File: src/hdl/rsu_cfg.svh
// constants for the remote update image sequencer
`ifndef RSU_CFG_SVH
`define RSU_CFG_SVH
`define RSU_ADDR_W          24
`define RSU_WD_W            12
`define RSU_WD_LOW_ZEROS    17
`define RSU_SERIAL_BOOT     24'h000000
`define RSU_PARALLEL_BOOT   24'h010000
`define RSU_SECTOR_W        16
`define RSU_CAUSE_W         3
`define RSU_CAUSE_NONE      3'h0
`define RSU_CAUSE_FAULT     3'h1
`define RSU_CAUSE_CRC       3'h2
`define RSU_CAUSE_WDOG      3'h3
`define RSU_CAUSE_FABRIC    3'h4
`define RSU_CAUSE_PIN       3'h5
`define RSU_LOAD_CYCLES     8
`endif

File: src/hdl/rsu_pkg.sv
// types for the remote update image sequencer
package rsu_pkg;
  typedef enum logic {
    RSU_SERIAL,
    RSU_PARALLEL
  } rsu_scheme_e;
  typedef enum logic [1:0] {
    RSU_IDLE,
    RSU_LOAD,
    RSU_USER
  } rsu_state_e;
  typedef struct packed {
    logic [23:0] addr;
    logic        wd_en;
    logic [11:0] wd_timer;
  } rsu_ctrl_s;
endpackage

File: src/hdl/rsu_if.sv
// link between the sequencer and the fabric user logic
interface rsu_if;
  logic        upd_wr;
  rsu_pkg::rsu_ctrl_s upd_data;
  logic        reconfig_req;
  logic        wd_restart;
  logic        wr_denied;
  rsu_pkg::rsu_ctrl_s ctrl;
  logic [2:0]  cause;
  logic        is_factory;
  logic        user_mode;
  logic        cfg_start;
  modport device (input upd_wr, upd_data, reconfig_req, wd_restart,
                  output wr_denied, ctrl, cause, is_factory, user_mode, cfg_start);
  modport user   (output upd_wr, upd_data, reconfig_req, wd_restart,
                  input wr_denied, ctrl, cause, is_factory, user_mode, cfg_start);
endinterface

File: src/hdl/rsu_sequencer.sv
// remote update image sequencer, device end
`include "rsu_cfg.svh"
module rsu_sequencer #(
  parameter int unsigned LOAD_CYCLES = `RSU_LOAD_CYCLES
) (
  input  wire logic                      sys_clk_in,
  input  wire logic                      rst_n_in,
  rsu_if.device                          bus,
  input  wire rsu_pkg::rsu_scheme_e      scheme_in,
  input  wire logic                      config_fault_line_n_in,
  input  wire logic                      crc_error_in,
  input  wire logic                      reconfig_request_n_in,
  input  wire logic                      factory_start_override_instr_in,
  input  wire logic [23:0]               override_addr_in,
  input  wire logic                      load_ok_in,
  output logic                           fetch_out,
  output logic [23:0]                    fetch_addr_out
);
  logic [1:0] fault_sync_ff, pin_sync_ff, ovr_sync_ff, crc_sync_ff;
  logic       pin_prev_ff, ovr_prev_ff;
  rsu_pkg::rsu_state_e state_ff;
  rsu_pkg::rsu_ctrl_s  upd_ff, ctrl_ff;
  logic [23:0] fact_addr_ff;
  logic        fact_ovr_ff;
  logic        factory_ff;
  logic [2:0]  cause_ff;
  logic [28:0] wd_cnt_ff;
  logic [15:0] load_cnt_ff;
  logic        wr_denied_ff;
  logic        user_mode_ff;
  logic [2:0]  nxt_cause;
  logic        start;
  logic        pin_fall;
  logic        wd_expire;
  logic [23:0] factory_addr;

  // factory address per scheme
  function automatic logic [23:0] fact_addr_f(input rsu_pkg::rsu_scheme_e s,
                                              input logic o, input logic [23:0] a);
    if (s == rsu_pkg::RSU_SERIAL)
      return `RSU_SERIAL_BOOT;
    return o ? a : `RSU_PARALLEL_BOOT;
  endfunction

  always_ff @(posedge sys_clk_in or negedge rst_n_in) begin
    if (!rst_n_in) begin
      fault_sync_ff <= 2'h3;
      pin_sync_ff   <= 2'h3;
      ovr_sync_ff   <= 2'h0;
      crc_sync_ff   <= 2'h0;
      pin_prev_ff   <= 1'b1;
      ovr_prev_ff   <= 1'b0;
    end else begin
      fault_sync_ff <= {fault_sync_ff[0], config_fault_line_n_in};
      pin_sync_ff   <= {pin_sync_ff[0], reconfig_request_n_in};
      ovr_sync_ff   <= {ovr_sync_ff[0], factory_start_override_instr_in};
      crc_sync_ff   <= {crc_sync_ff[0], crc_error_in};
      pin_prev_ff   <= pin_sync_ff[1];
      ovr_prev_ff   <= ovr_sync_ff[1];
    end
  end

  assign pin_fall     = pin_prev_ff & ~pin_sync_ff[1];
  assign wd_expire    = (state_ff == rsu_pkg::RSU_USER) && !factory_ff && ctrl_ff.wd_en
                        && (wd_cnt_ff == 29'h0);
  assign factory_addr = fact_addr_f(scheme_in, fact_ovr_ff, fact_addr_ff);

  // cause priority: fault, crc, watchdog, fabric, pin
  always_comb begin
    nxt_cause = `RSU_CAUSE_NONE;
    if (!fault_sync_ff[1])
      nxt_cause = `RSU_CAUSE_FAULT;
    else if (crc_sync_ff[1])
      nxt_cause = `RSU_CAUSE_CRC;
    else if (wd_expire)
      nxt_cause = `RSU_CAUSE_WDOG;
    else if (bus.reconfig_req && state_ff == rsu_pkg::RSU_USER)
      nxt_cause = `RSU_CAUSE_FABRIC;
    else if (pin_fall)
      nxt_cause = `RSU_CAUSE_PIN;
  end
  assign start = (nxt_cause != `RSU_CAUSE_NONE) && (state_ff != rsu_pkg::RSU_IDLE);

  // factory address override latch
  always_ff @(posedge sys_clk_in or negedge rst_n_in) begin
    if (!rst_n_in) begin
      fact_ovr_ff  <= 1'b0;
      fact_addr_ff <= `RSU_PARALLEL_BOOT;
    end else if (ovr_sync_ff[1] && !ovr_prev_ff && scheme_in == rsu_pkg::RSU_PARALLEL) begin
      fact_ovr_ff  <= 1'b1;
      fact_addr_ff <= override_addr_in;
    end
  end

  // update register, factory-only writes
  always_ff @(posedge sys_clk_in or negedge rst_n_in) begin
    if (!rst_n_in) begin
      upd_ff       <= '0;
      wr_denied_ff <= 1'b0;
    end else begin
      wr_denied_ff <= bus.upd_wr && !factory_ff;
      if (bus.upd_wr && factory_ff) begin
        upd_ff      <= bus.upd_data;
        upd_ff.addr <= {bus.upd_data.addr[23:2], 2'h0};
      end
    end
  end

  // sequencer state, control and status
  always_ff @(posedge sys_clk_in or negedge rst_n_in) begin
    if (!rst_n_in) begin
      state_ff    <= rsu_pkg::RSU_IDLE;
      ctrl_ff     <= '0;
      factory_ff  <= 1'b1;
      cause_ff    <= `RSU_CAUSE_NONE;
      load_cnt_ff <= 16'h0;
      fetch_out   <= 1'b0;
      fetch_addr_out <= 24'h0;
    end else begin
      fetch_out <= 1'b0;
      case (state_ff)
        rsu_pkg::RSU_IDLE: begin
          ctrl_ff.addr  <= factory_addr;
          ctrl_ff.wd_en <= 1'b0;
          factory_ff    <= 1'b1;
          fetch_out     <= 1'b1;
          fetch_addr_out <= factory_addr;
          load_cnt_ff   <= 16'(LOAD_CYCLES);
          state_ff      <= rsu_pkg::RSU_LOAD;
        end
        rsu_pkg::RSU_LOAD, rsu_pkg::RSU_USER: begin
          if (start) begin
            cause_ff <= nxt_cause;
            if (factory_ff && nxt_cause >= `RSU_CAUSE_FABRIC) begin
              ctrl_ff    <= upd_ff;
              factory_ff <= 1'b0;
              fetch_addr_out <= upd_ff.addr;
            end else begin
              ctrl_ff.addr  <= factory_addr;
              ctrl_ff.wd_en <= 1'b0;
              factory_ff    <= 1'b1;
              fetch_addr_out <= factory_addr;
            end
            fetch_out   <= 1'b1;
            load_cnt_ff <= 16'(LOAD_CYCLES);
            state_ff    <= rsu_pkg::RSU_LOAD;
          end else if (state_ff == rsu_pkg::RSU_LOAD) begin
            if (load_cnt_ff != 16'h0)
              load_cnt_ff <= load_cnt_ff - 16'h1;
            else if (load_ok_in)
              state_ff <= rsu_pkg::RSU_USER;
          end
        end
        default: state_ff <= rsu_pkg::RSU_IDLE;
      endcase
    end
  end

  // user mode flag, registered copy of the user state
  always_ff @(posedge sys_clk_in or negedge rst_n_in) begin
    if (!rst_n_in)
      user_mode_ff <= 1'b0;
    else if (start || state_ff == rsu_pkg::RSU_IDLE)
      user_mode_ff <= 1'b0;
    else if (state_ff == rsu_pkg::RSU_LOAD && load_cnt_ff == 16'h0 && load_ok_in)
      user_mode_ff <= 1'b1;
  end

  // user watchdog, 29-bit down counter
  always_ff @(posedge sys_clk_in or negedge rst_n_in) begin
    if (!rst_n_in)
      wd_cnt_ff <= 29'h1FFFFFFF;
    else if (factory_ff || !ctrl_ff.wd_en || state_ff != rsu_pkg::RSU_USER || bus.wd_restart)
      wd_cnt_ff <= {ctrl_ff.wd_timer, 17'h0};
    else if (wd_cnt_ff != 29'h0)
      wd_cnt_ff <= wd_cnt_ff - 29'h1;
  end

  assign bus.ctrl       = ctrl_ff;
  assign bus.cause      = cause_ff;
  assign bus.is_factory = factory_ff;
  assign bus.user_mode  = user_mode_ff;
  assign bus.cfg_start  = fetch_out;
  assign bus.wr_denied  = wr_denied_ff;
endmodule // rsu_sequencer

File: src/flat_wrapper.sv
// flat-port wrapper written by rule: the top's interface ports become plain ports
module rsu_sequencer_flat 
#(
  parameter int unsigned LOAD_CYCLES = `RSU_LOAD_CYCLES
)
  (sys_clk_in, rst_n_in, scheme_in, config_fault_line_n_in, crc_error_in, reconfig_request_n_in, factory_start_override_instr_in, override_addr_in, load_ok_in, fetch_out, fetch_addr_out, bus_upd_wr, bus_upd_data, bus_reconfig_req, bus_wd_restart, bus_wr_denied, bus_ctrl, bus_cause, bus_is_factory, bus_user_mode, bus_cfg_start);
  rsu_if bus_i ();
  input  wire logic sys_clk_in;
  input  wire logic rst_n_in;
  input  wire rsu_pkg::rsu_scheme_e scheme_in;
  input  wire logic config_fault_line_n_in;
  input  wire logic crc_error_in;
  input  wire logic reconfig_request_n_in;
  input  wire logic factory_start_override_instr_in;
  input  wire logic [23:0] override_addr_in;
  input  wire logic load_ok_in;
  output logic fetch_out;
  output logic [23:0] fetch_addr_out;
  input wire logic [$bits(bus_i.upd_wr)-1:0] bus_upd_wr;
  input wire logic [$bits(bus_i.upd_data)-1:0] bus_upd_data;
  input wire logic [$bits(bus_i.reconfig_req)-1:0] bus_reconfig_req;
  input wire logic [$bits(bus_i.wd_restart)-1:0] bus_wd_restart;
  output wire logic [$bits(bus_i.wr_denied)-1:0] bus_wr_denied;
  output wire logic [$bits(bus_i.ctrl)-1:0] bus_ctrl;
  output wire logic [$bits(bus_i.cause)-1:0] bus_cause;
  output wire logic [$bits(bus_i.is_factory)-1:0] bus_is_factory;
  output wire logic [$bits(bus_i.user_mode)-1:0] bus_user_mode;
  output wire logic [$bits(bus_i.cfg_start)-1:0] bus_cfg_start;
  assign bus_i.upd_wr = bus_upd_wr;
  assign bus_i.upd_data = bus_upd_data;
  assign bus_i.reconfig_req = bus_reconfig_req;
  assign bus_i.wd_restart = bus_wd_restart;
  assign bus_wr_denied = bus_i.wr_denied;
  assign bus_ctrl = bus_i.ctrl;
  assign bus_cause = bus_i.cause;
  assign bus_is_factory = bus_i.is_factory;
  assign bus_user_mode = bus_i.user_mode;
  assign bus_cfg_start = bus_i.cfg_start;
  rsu_sequencer #(.LOAD_CYCLES(LOAD_CYCLES)) u_core (.sys_clk_in(sys_clk_in), .rst_n_in(rst_n_in), .bus(bus_i), .scheme_in(scheme_in), .config_fault_line_n_in(config_fault_line_n_in), .crc_error_in(crc_error_in), .reconfig_request_n_in(reconfig_request_n_in), .factory_start_override_instr_in(factory_start_override_instr_in), .override_addr_in(override_addr_in), .load_ok_in(load_ok_in), .fetch_out(fetch_out), .fetch_addr_out(fetch_addr_out));
endmodule
File: config.mk
export PLATFORM = sky130hd
export DESIGN_NAME = rsu_sequencer_flat
export DESIGN_NICKNAME = d
export VERILOG_FILES = /design/src/hdl/rsu_pkg.sv /design/src/hdl/rsu_if.sv /design/src/hdl/rsu_sequencer.sv /design/src/flat_wrapper.sv
export VERILOG_INCLUDE_DIRS = /design/src /design/src/hdl
export SDC_FILE = /design/constraint.sdc
export NUM_CORES = 1
export LEC_CHECK = 0
export ABC_AREA = 1
export BUFFER_PORTS_ARGS = -buffer_cell sky130_fd_sc_hd__buf_2
export CELL_PAD_IN_SITES_DETAIL_PLACEMENT = 0
export CELL_PAD_IN_SITES_GLOBAL_PLACEMENT = 1
export CORE_UTILIZATION = 43
export CTS_BUF_LIST = sky130_fd_sc_hd__clkbuf_4 sky130_fd_sc_hd__clkbuf_8 sky130_fd_sc_hd__clkbuf_16
export CTS_CLUSTER_DIAMETER = 150
export DETAILED_ROUTE_END_ITERATION = 12
export PLACE_DENSITY = 0.82
export SLEW_MARGIN = 5
export SYNTH_ARGS = -nofsm -noshare
export SYNTH_HDL_FRONTEND = slang
export SYNTH_SLANG_ARGS = --single-unit
export TNS_END_PERCENT = 10
File: constraint.sdc
create_clock -name sys_clk_in -period 2.4 [get_ports sys_clk_in]
set_input_delay 0.12 -clock sys_clk_in [delete_from_list [all_inputs] [get_ports sys_clk_in]]
set_output_delay 0.12 -clock sys_clk_in [all_outputs]
set_load 0.005 [all_outputs]
### Word level (Yosys, flattened, before mapping)

Index checks and enable logic that the tools add are counted.

* register bits after elaboration: 185
* input port bits: 72
* output and inout port bits: 69
* logic and storage cells: 103

* $add $sub $neg: 2
* $lt $le $gt $ge: 1
* equal/unequal tests: 8
* mux-type cells: 32
* bitwise gates (word level): 2
* reductions and logical operators: 35

Operator list (count)
* 24-bit two-way mux: 4
* 29-bit two-way mux: 2
* 25-bit case mux with 2 select lines: 1
* 16-bit two-way mux: 3
* 24-bit case mux with 2 select lines: 1
* 37-bit two-way mux: 1
* 16-bit case mux with 2 select lines: 1
* 29-bit zero test: 1
* 29-bit nonzero test: 1
* 29-bit by 1-bit subtractor with 29-bit output, second input constant: 1
* 25-bit two-way mux: 1
* 16-bit zero test: 1
* 16-bit nonzero test: 1
* 16-bit by 1-bit subtractor with 16-bit output, second input constant: 1
* 3-bit two-way mux: 5
* 1-bit logical AND: 12
* 12-bit two-way mux: 1
* 3-bit AND reduction: 3
* 2-bit two-way mux: 4
* 2-bit nonzero test: 4
* 3-bit by 1-bit != test with 1-bit output, second input constant: 2
* 3-bit by 2-bit != test with 1-bit output, second input constant: 2
* 1-bit two-way mux: 5
* 1-bit logical OR: 4
* other kinds (14): 18

### Logic depth before layout (Yosys ltp)

* word-level depth: 12
* mapped depth: 16

### Worst setup path after synthesis

Ideal clock, no wire load.

* kind: register -> register
* from: register u_core.state_ff[0]
* to: register u_core.ctrl_ff (netlist bit u_core.bus.ctrl[13])
* arrival time: 1897 ps
* data required time: 2281 ps
* setup slack: 384 ps
* cell stages (with the launch flop): 14
* clock period less this slack: 2016 ps
* cell sequence: dfrtp_1 -> inv_1 -> ha_1 -> inv_1 -> nor3_1 -> nand3_2 -> nand2_2 -> nand2_2 -> nand3_4 -> nand3_2 -> buf_4 -> buf_2 -> nand3_1 -> nand2_1

* word-level cells in the longest chain between the ends: 12
* elaborated cells between the ends (all ways): 23
* classes of those cells: order compare: 1; eq/ne: 3; mux: 7; reduce/logical: 12

RTL lines
* from (decl): line rsu_sequencer.sv:21 `rsu_pkg::rsu_state_e state_ff;`
* from (signal assigned): line rsu_sequencer.sv:112 `state_ff <= rsu_pkg::RSU_IDLE;`
* from (signal assigned): line rsu_sequencer.sv:129 `state_ff <= rsu_pkg::RSU_LOAD;`
* from (signal assigned): line rsu_sequencer.sv:146 `state_ff <= rsu_pkg::RSU_LOAD;`
* 2-bit == test: line rsu_sequencer.sv:64, rsu_sequencer.sv:77, rsu_sequencer.sv:121
* 1-bit logical AND (2 in a row): line rsu_sequencer.sv:64 `assign wd_expire = (state_ff == rsu_pkg::RSU_USER) && !factory_ff && ctrl_ff.wd_en`
* 1-bit logical AND: line rsu_sequencer.sv:65 `&& (wd_cnt_ff == 29'h0);`
* 3-bit two-way mux: line rsu_sequencer.sv:75 `else if (wd_expire)`
* 3-bit two-way mux: line rsu_sequencer.sv:73 `else if (crc_sync_ff[1])`
* 3-bit two-way mux: line rsu_sequencer.sv:71 `if (!fault_sync_ff[1])`
* 3-bit >= comparator (no line)
* 1-bit logical AND (no line)
* 25-bit two-way mux: line rsu_sequencer.sv:134 `` if (factory_ff && nxt_cause >= `RSU_CAUSE_FABRIC) begin ``
* 37-bit two-way mux: line rsu_sequencer.sv:132 `if (start) begin`
* 25-bit case mux with 2 select lines: line rsu_sequencer.sv:121 `case (state_ff)`
* to (signal assigned): line rsu_sequencer.sv:135 `ctrl_ff <= upd_ff;`
* to (decl): line rsu_sequencer.sv:22 `rsu_pkg::rsu_ctrl_s upd_ff, ctrl_ff;`

Several ways; a longest one is shown, not always the timed one. The select of a mux whose other input is x is not followed.
A chain may end at the register's enable or synchronous reset.

### Final worst setup path

* from: register u_core.wd_cnt_ff[0]
* to: register u_core.ctrl_ff (netlist bit u_core.bus.ctrl[26])

* word-level cells in the longest chain between the ends: 10
* elaborated cells between the ends (all ways): 14
* classes of those cells: order compare: 1; eq/ne: 1; mux: 6; reduce/logical: 6

RTL lines
* from (decl): line rsu_sequencer.sv:27 `logic [28:0] wd_cnt_ff;`
* from (signal assigned): line rsu_sequencer.sv:174 `wd_cnt_ff <= {ctrl_ff.wd_timer, 17'h0};`
* from (signal assigned): line rsu_sequencer.sv:176 `wd_cnt_ff <= wd_cnt_ff - 29'h1;`
* 29-bit zero test *: line rsu_sequencer.sv:65
* 1-bit logical AND *: line rsu_sequencer.sv:65
* 3-bit two-way mux *: line rsu_sequencer.sv:75
* 3-bit two-way mux *: line rsu_sequencer.sv:73
* 3-bit two-way mux *: line rsu_sequencer.sv:71
* 3-bit >= comparator (no line)
* 1-bit logical AND (no line)
* 25-bit two-way mux: line rsu_sequencer.sv:134
* 37-bit two-way mux: line rsu_sequencer.sv:132
* 25-bit case mux with 2 select lines: line rsu_sequencer.sv:121

Mark *: on every way between the ends. The rest lies on a longest branch, timed or not. The select of a mux whose other input is x is not followed.

==> reports/metrics.cfg <==
[clocking]
clock_latency_ps=430
clock-root-buffer=clkbuf_16
cts_max_path_buffers=2
cts_tree=built
cts_buffers=17
cts_htree_levels=4
path_clk_slew_ps=80
cts.sinks=185

[global_routing]
antenna_found_initial=0
grt_max_degree=66
grtUsageTotal_pct=21.3
grt_pass1_vias=6897
grt_overflow=0
grt_first_pass_wirelength_microns=33900

[logic_synthesis]
synthCells=968
synth_xor_area_share_pct=2.56
synthFlopType=dfrtp_1
seq_area_frac_synth_pct=54.7
synth_compound_area_share_pct=5.87
synth_edf_count=0
yosysWarnings=0
ys_ff_latch=185
async_flop_share_pct=100
synth.area.top_cells=dfrtp_1 (44%), dfstp_2 (11%), nand2_1 (11%)
synthesis.nets=1047
synth_fa_ha_area_share_pct=1.02
synth.cell_area_sq_mm=0.00855
synth_top_area_cell=dfrtp_1
synth_top_area_share_pct=43.6
synthSimpleGateAreaFrac_pct=24.7
yosys.cell_types.count=39
synth_top_family_by_area=simple AND/OR/NAND/NOR gates
synth.avg_cell_area_sq_um=8.83
synthMuxAreaShare_pct=4.61

[pwr]
power.leakage_nw=5.80
pwr_density_cell_mw_per_mm2=1130
max-vdd-ir-drop_mv=0.553

[floorplanning]
start_util_pct=43.9
die_area_sq_mm=0.0205
ios=141
die_width_microns=143
rows=51
core_sq_mm=0.0195
die_height_microns=143

[sta]
worst_slew_pin_slew_ps=704
setup_viol=0
max_freq_mhz=435
rsz0062_at_grt=true
slew_headroom_pct=53.0
whs_ps=102
hold_viol=0
worst_slack_ps=99.5
fin_crit_ps=2300
clock_skew_ps=14.1
finalCritPeriodShare_pct=95.9
maxSlewViolCount=0

[outcome]
outcome=finished clean

[routing]
vias=7062
via_per_inst=4.82
drt-total-wl_microns=21400
drtPass1Iterations=6
final_antenna_net_count=0
drtIter0Drc=361
route.detailed.drc=0
wl_per_cell_microns=14.6

[final_layout]
stdcell_area_sq_mm=0.0111
syn_to_final_growth_pct=29.8
drive_gt1_share_pct=26.5
multi_input_area_sq_mm=0.00337
n_antenna_cell=0
seqCellArea_sq_mm=0.00467
final_common_cell=nand2_1
mostFrequentLayoutCells=nand2_1 (247), dfrtp_1 (149), buf_2 (137), nor2_1 (95), nand3_1 (90)
n_fill_cell=1802
num-nets-final=1267

[critical_path]
r2r_cells=15
crit_type=register to register
rr_endpoint=u_core.bus.ctrl[26]
cp.required_ps=2720
rrSetupSlack_ps=100
cp.arrival_ps=2620
worstReg2RegStart=u_core.wd_cnt_ff[0]
end_kind=register
worst-path-max-fanout=13
worstSetupStartpointType=register

[place]
place_hpwl_microns=13900
placed_area_sq_mm=0.00968
place.gp.congestion=0.799
io_buffers=138
place_ws_ps=40.9

[min_path]
hold-path-endpoint=u_core.bus.user_mode
worstHoldPathType=input port to register
hold_depth=5
worstHoldStart=load_ok_in

[run]
maxCapViolCount=0

cell usage after synthesis (3+ instances only):
library cell    n
nor4_1          5
nand3_2         3
nand3_1        93
xnor2_1         4
mux2_2         35
nor2_1         96
nand4_1         3
o22ai_1         4
dfrtp_1       149
a21oi_1        42
dfstp_2        36
xor2_1         21
inv_2           7
o21ai_0        30
buf_2          13
inv_1          86
nand2_1       249
clkbuf_1       18
buf_6           3
nand3b_1        3
o21ai_1        11
ha_1            7
nor3_1         16
nor2_2          5
buf_4           4
nand2_2         8
flip-flops by register name, summed over array words and instances, names as in the netlist:
register,cells
u_core.bus.ctrl,37
u_core.upd_ff,35
u_core.wd_cnt_ff,29
u_core.fact_addr_ff,24
u_core.fetch_addr_out,24
u_core.load_cnt_ff,16
u_core.bus.cause,3
u_core.crc_sync_ff,2
u_core.fault_sync_ff,2
u_core.ovr_sync_ff,2
u_core.pin_sync_ff,2
u_core.state_ff,2
u_core.bus.cfg_start,1
u_core.bus.is_factory,1
u_core.bus.user_mode,1
u_core.bus.wr_denied,1
u_core.fact_ovr_ff,1
u_core.ovr_prev_ff,1
u_core.pin_prev_ff,1
worst max-delay path by stage:
stage	start	end	slack [ps]	cells after the start
after floorplan	u_core.state_ff[0]	u_core.bus.ctrl[13]	380	13
after global placement	u_core.wd_cnt_ff[0]	u_core.fetch_addr_out[13]	80	15
after detailed placement	u_core.wd_cnt_ff[0]	u_core.bus.ctrl[26]	40	15
after CTS	u_core.wd_cnt_ff[0]	u_core.fetch_addr_out[16]	2	15
after global routing	u_core.wd_cnt_ff[0]	u_core.bus.ctrl[18]	-30	15
final	u_core.wd_cnt_ff[0]	u_core.bus.ctrl[26]	100	15
area by class of cell:
| cell class | count | area share, % |
|---|---|---|
| Multi-Input combinational cell | 649 | 30.4 |
| Timing Repair Buffer | 241 | 15.9 |
| Inverter | 94 | 3.18 |
| Sequential cell | 185 | 42.1 |
| Clock buffer | 17 | 3.83 |
| Tap cell | 265 | 2.99 |
| Clock inverter | 14 | 1.58 |
stage by stage:
stage / setup TNS, ps / util [%] / power, mW / instances
detailed placement: 0 / 49.7 / 9.19 / 1362
global route: -201 / 57.0 / 13.4 / 1465
floorplan: 0 / - / 7.66 / 968
global placement: 0 / 49.7 / 9.10 / 1362
finish: 0 / 57.0 / 12.5 / 1465
CTS: 0 / 56.1 / 12.2 / 1458
worst max-delay path: stages, from the launching register on:
cell	delay, ps
dfstp_2	530
inv_1	50
ha_1	220
nand2_1	90
nor2_1	50
nand2_1	80
nor2_2	60
nand3_2	120
nand2_2	80
nor2_4	150
nand3_4	160
nand3_4	110
nand2_2	110
buf_12	180
nand3_1	110
nand2_1	90
metal layers:
metal  share of wire [%]  vias up  global-route usage, %
li1                    -     3525                      -
met1                  44     3354                   27.8
met2                  49      168                   35.3
met4                 1.1        0                   5.55
met3                 5.8       15                   5.40
met5                   0        -                      0
cells by family after synthesis:
kind of cell,after synthesis
compound gates,93
xor+xnor,25
fa+ha+maj,7
buf+inv,134
flops,185
mux,35
simple gates,489
repair_timing:
action,in CTS,in global routing
endpoints found under the setup margin,0,61
endpoints found under the hold margin,107,0
gates resized for setup,0,14
setup buffers,0,4
hold buffers,65,0
report_power, final:
group          internal [mW]  switching, mW  total [mW]
clock                   1.50           1.37        2.87
sequential              4.21          0.620        4.83
combinational           2.00           2.80        4.81
total                   7.71           4.79        12.5
Power figures use the tool's default switching activity.
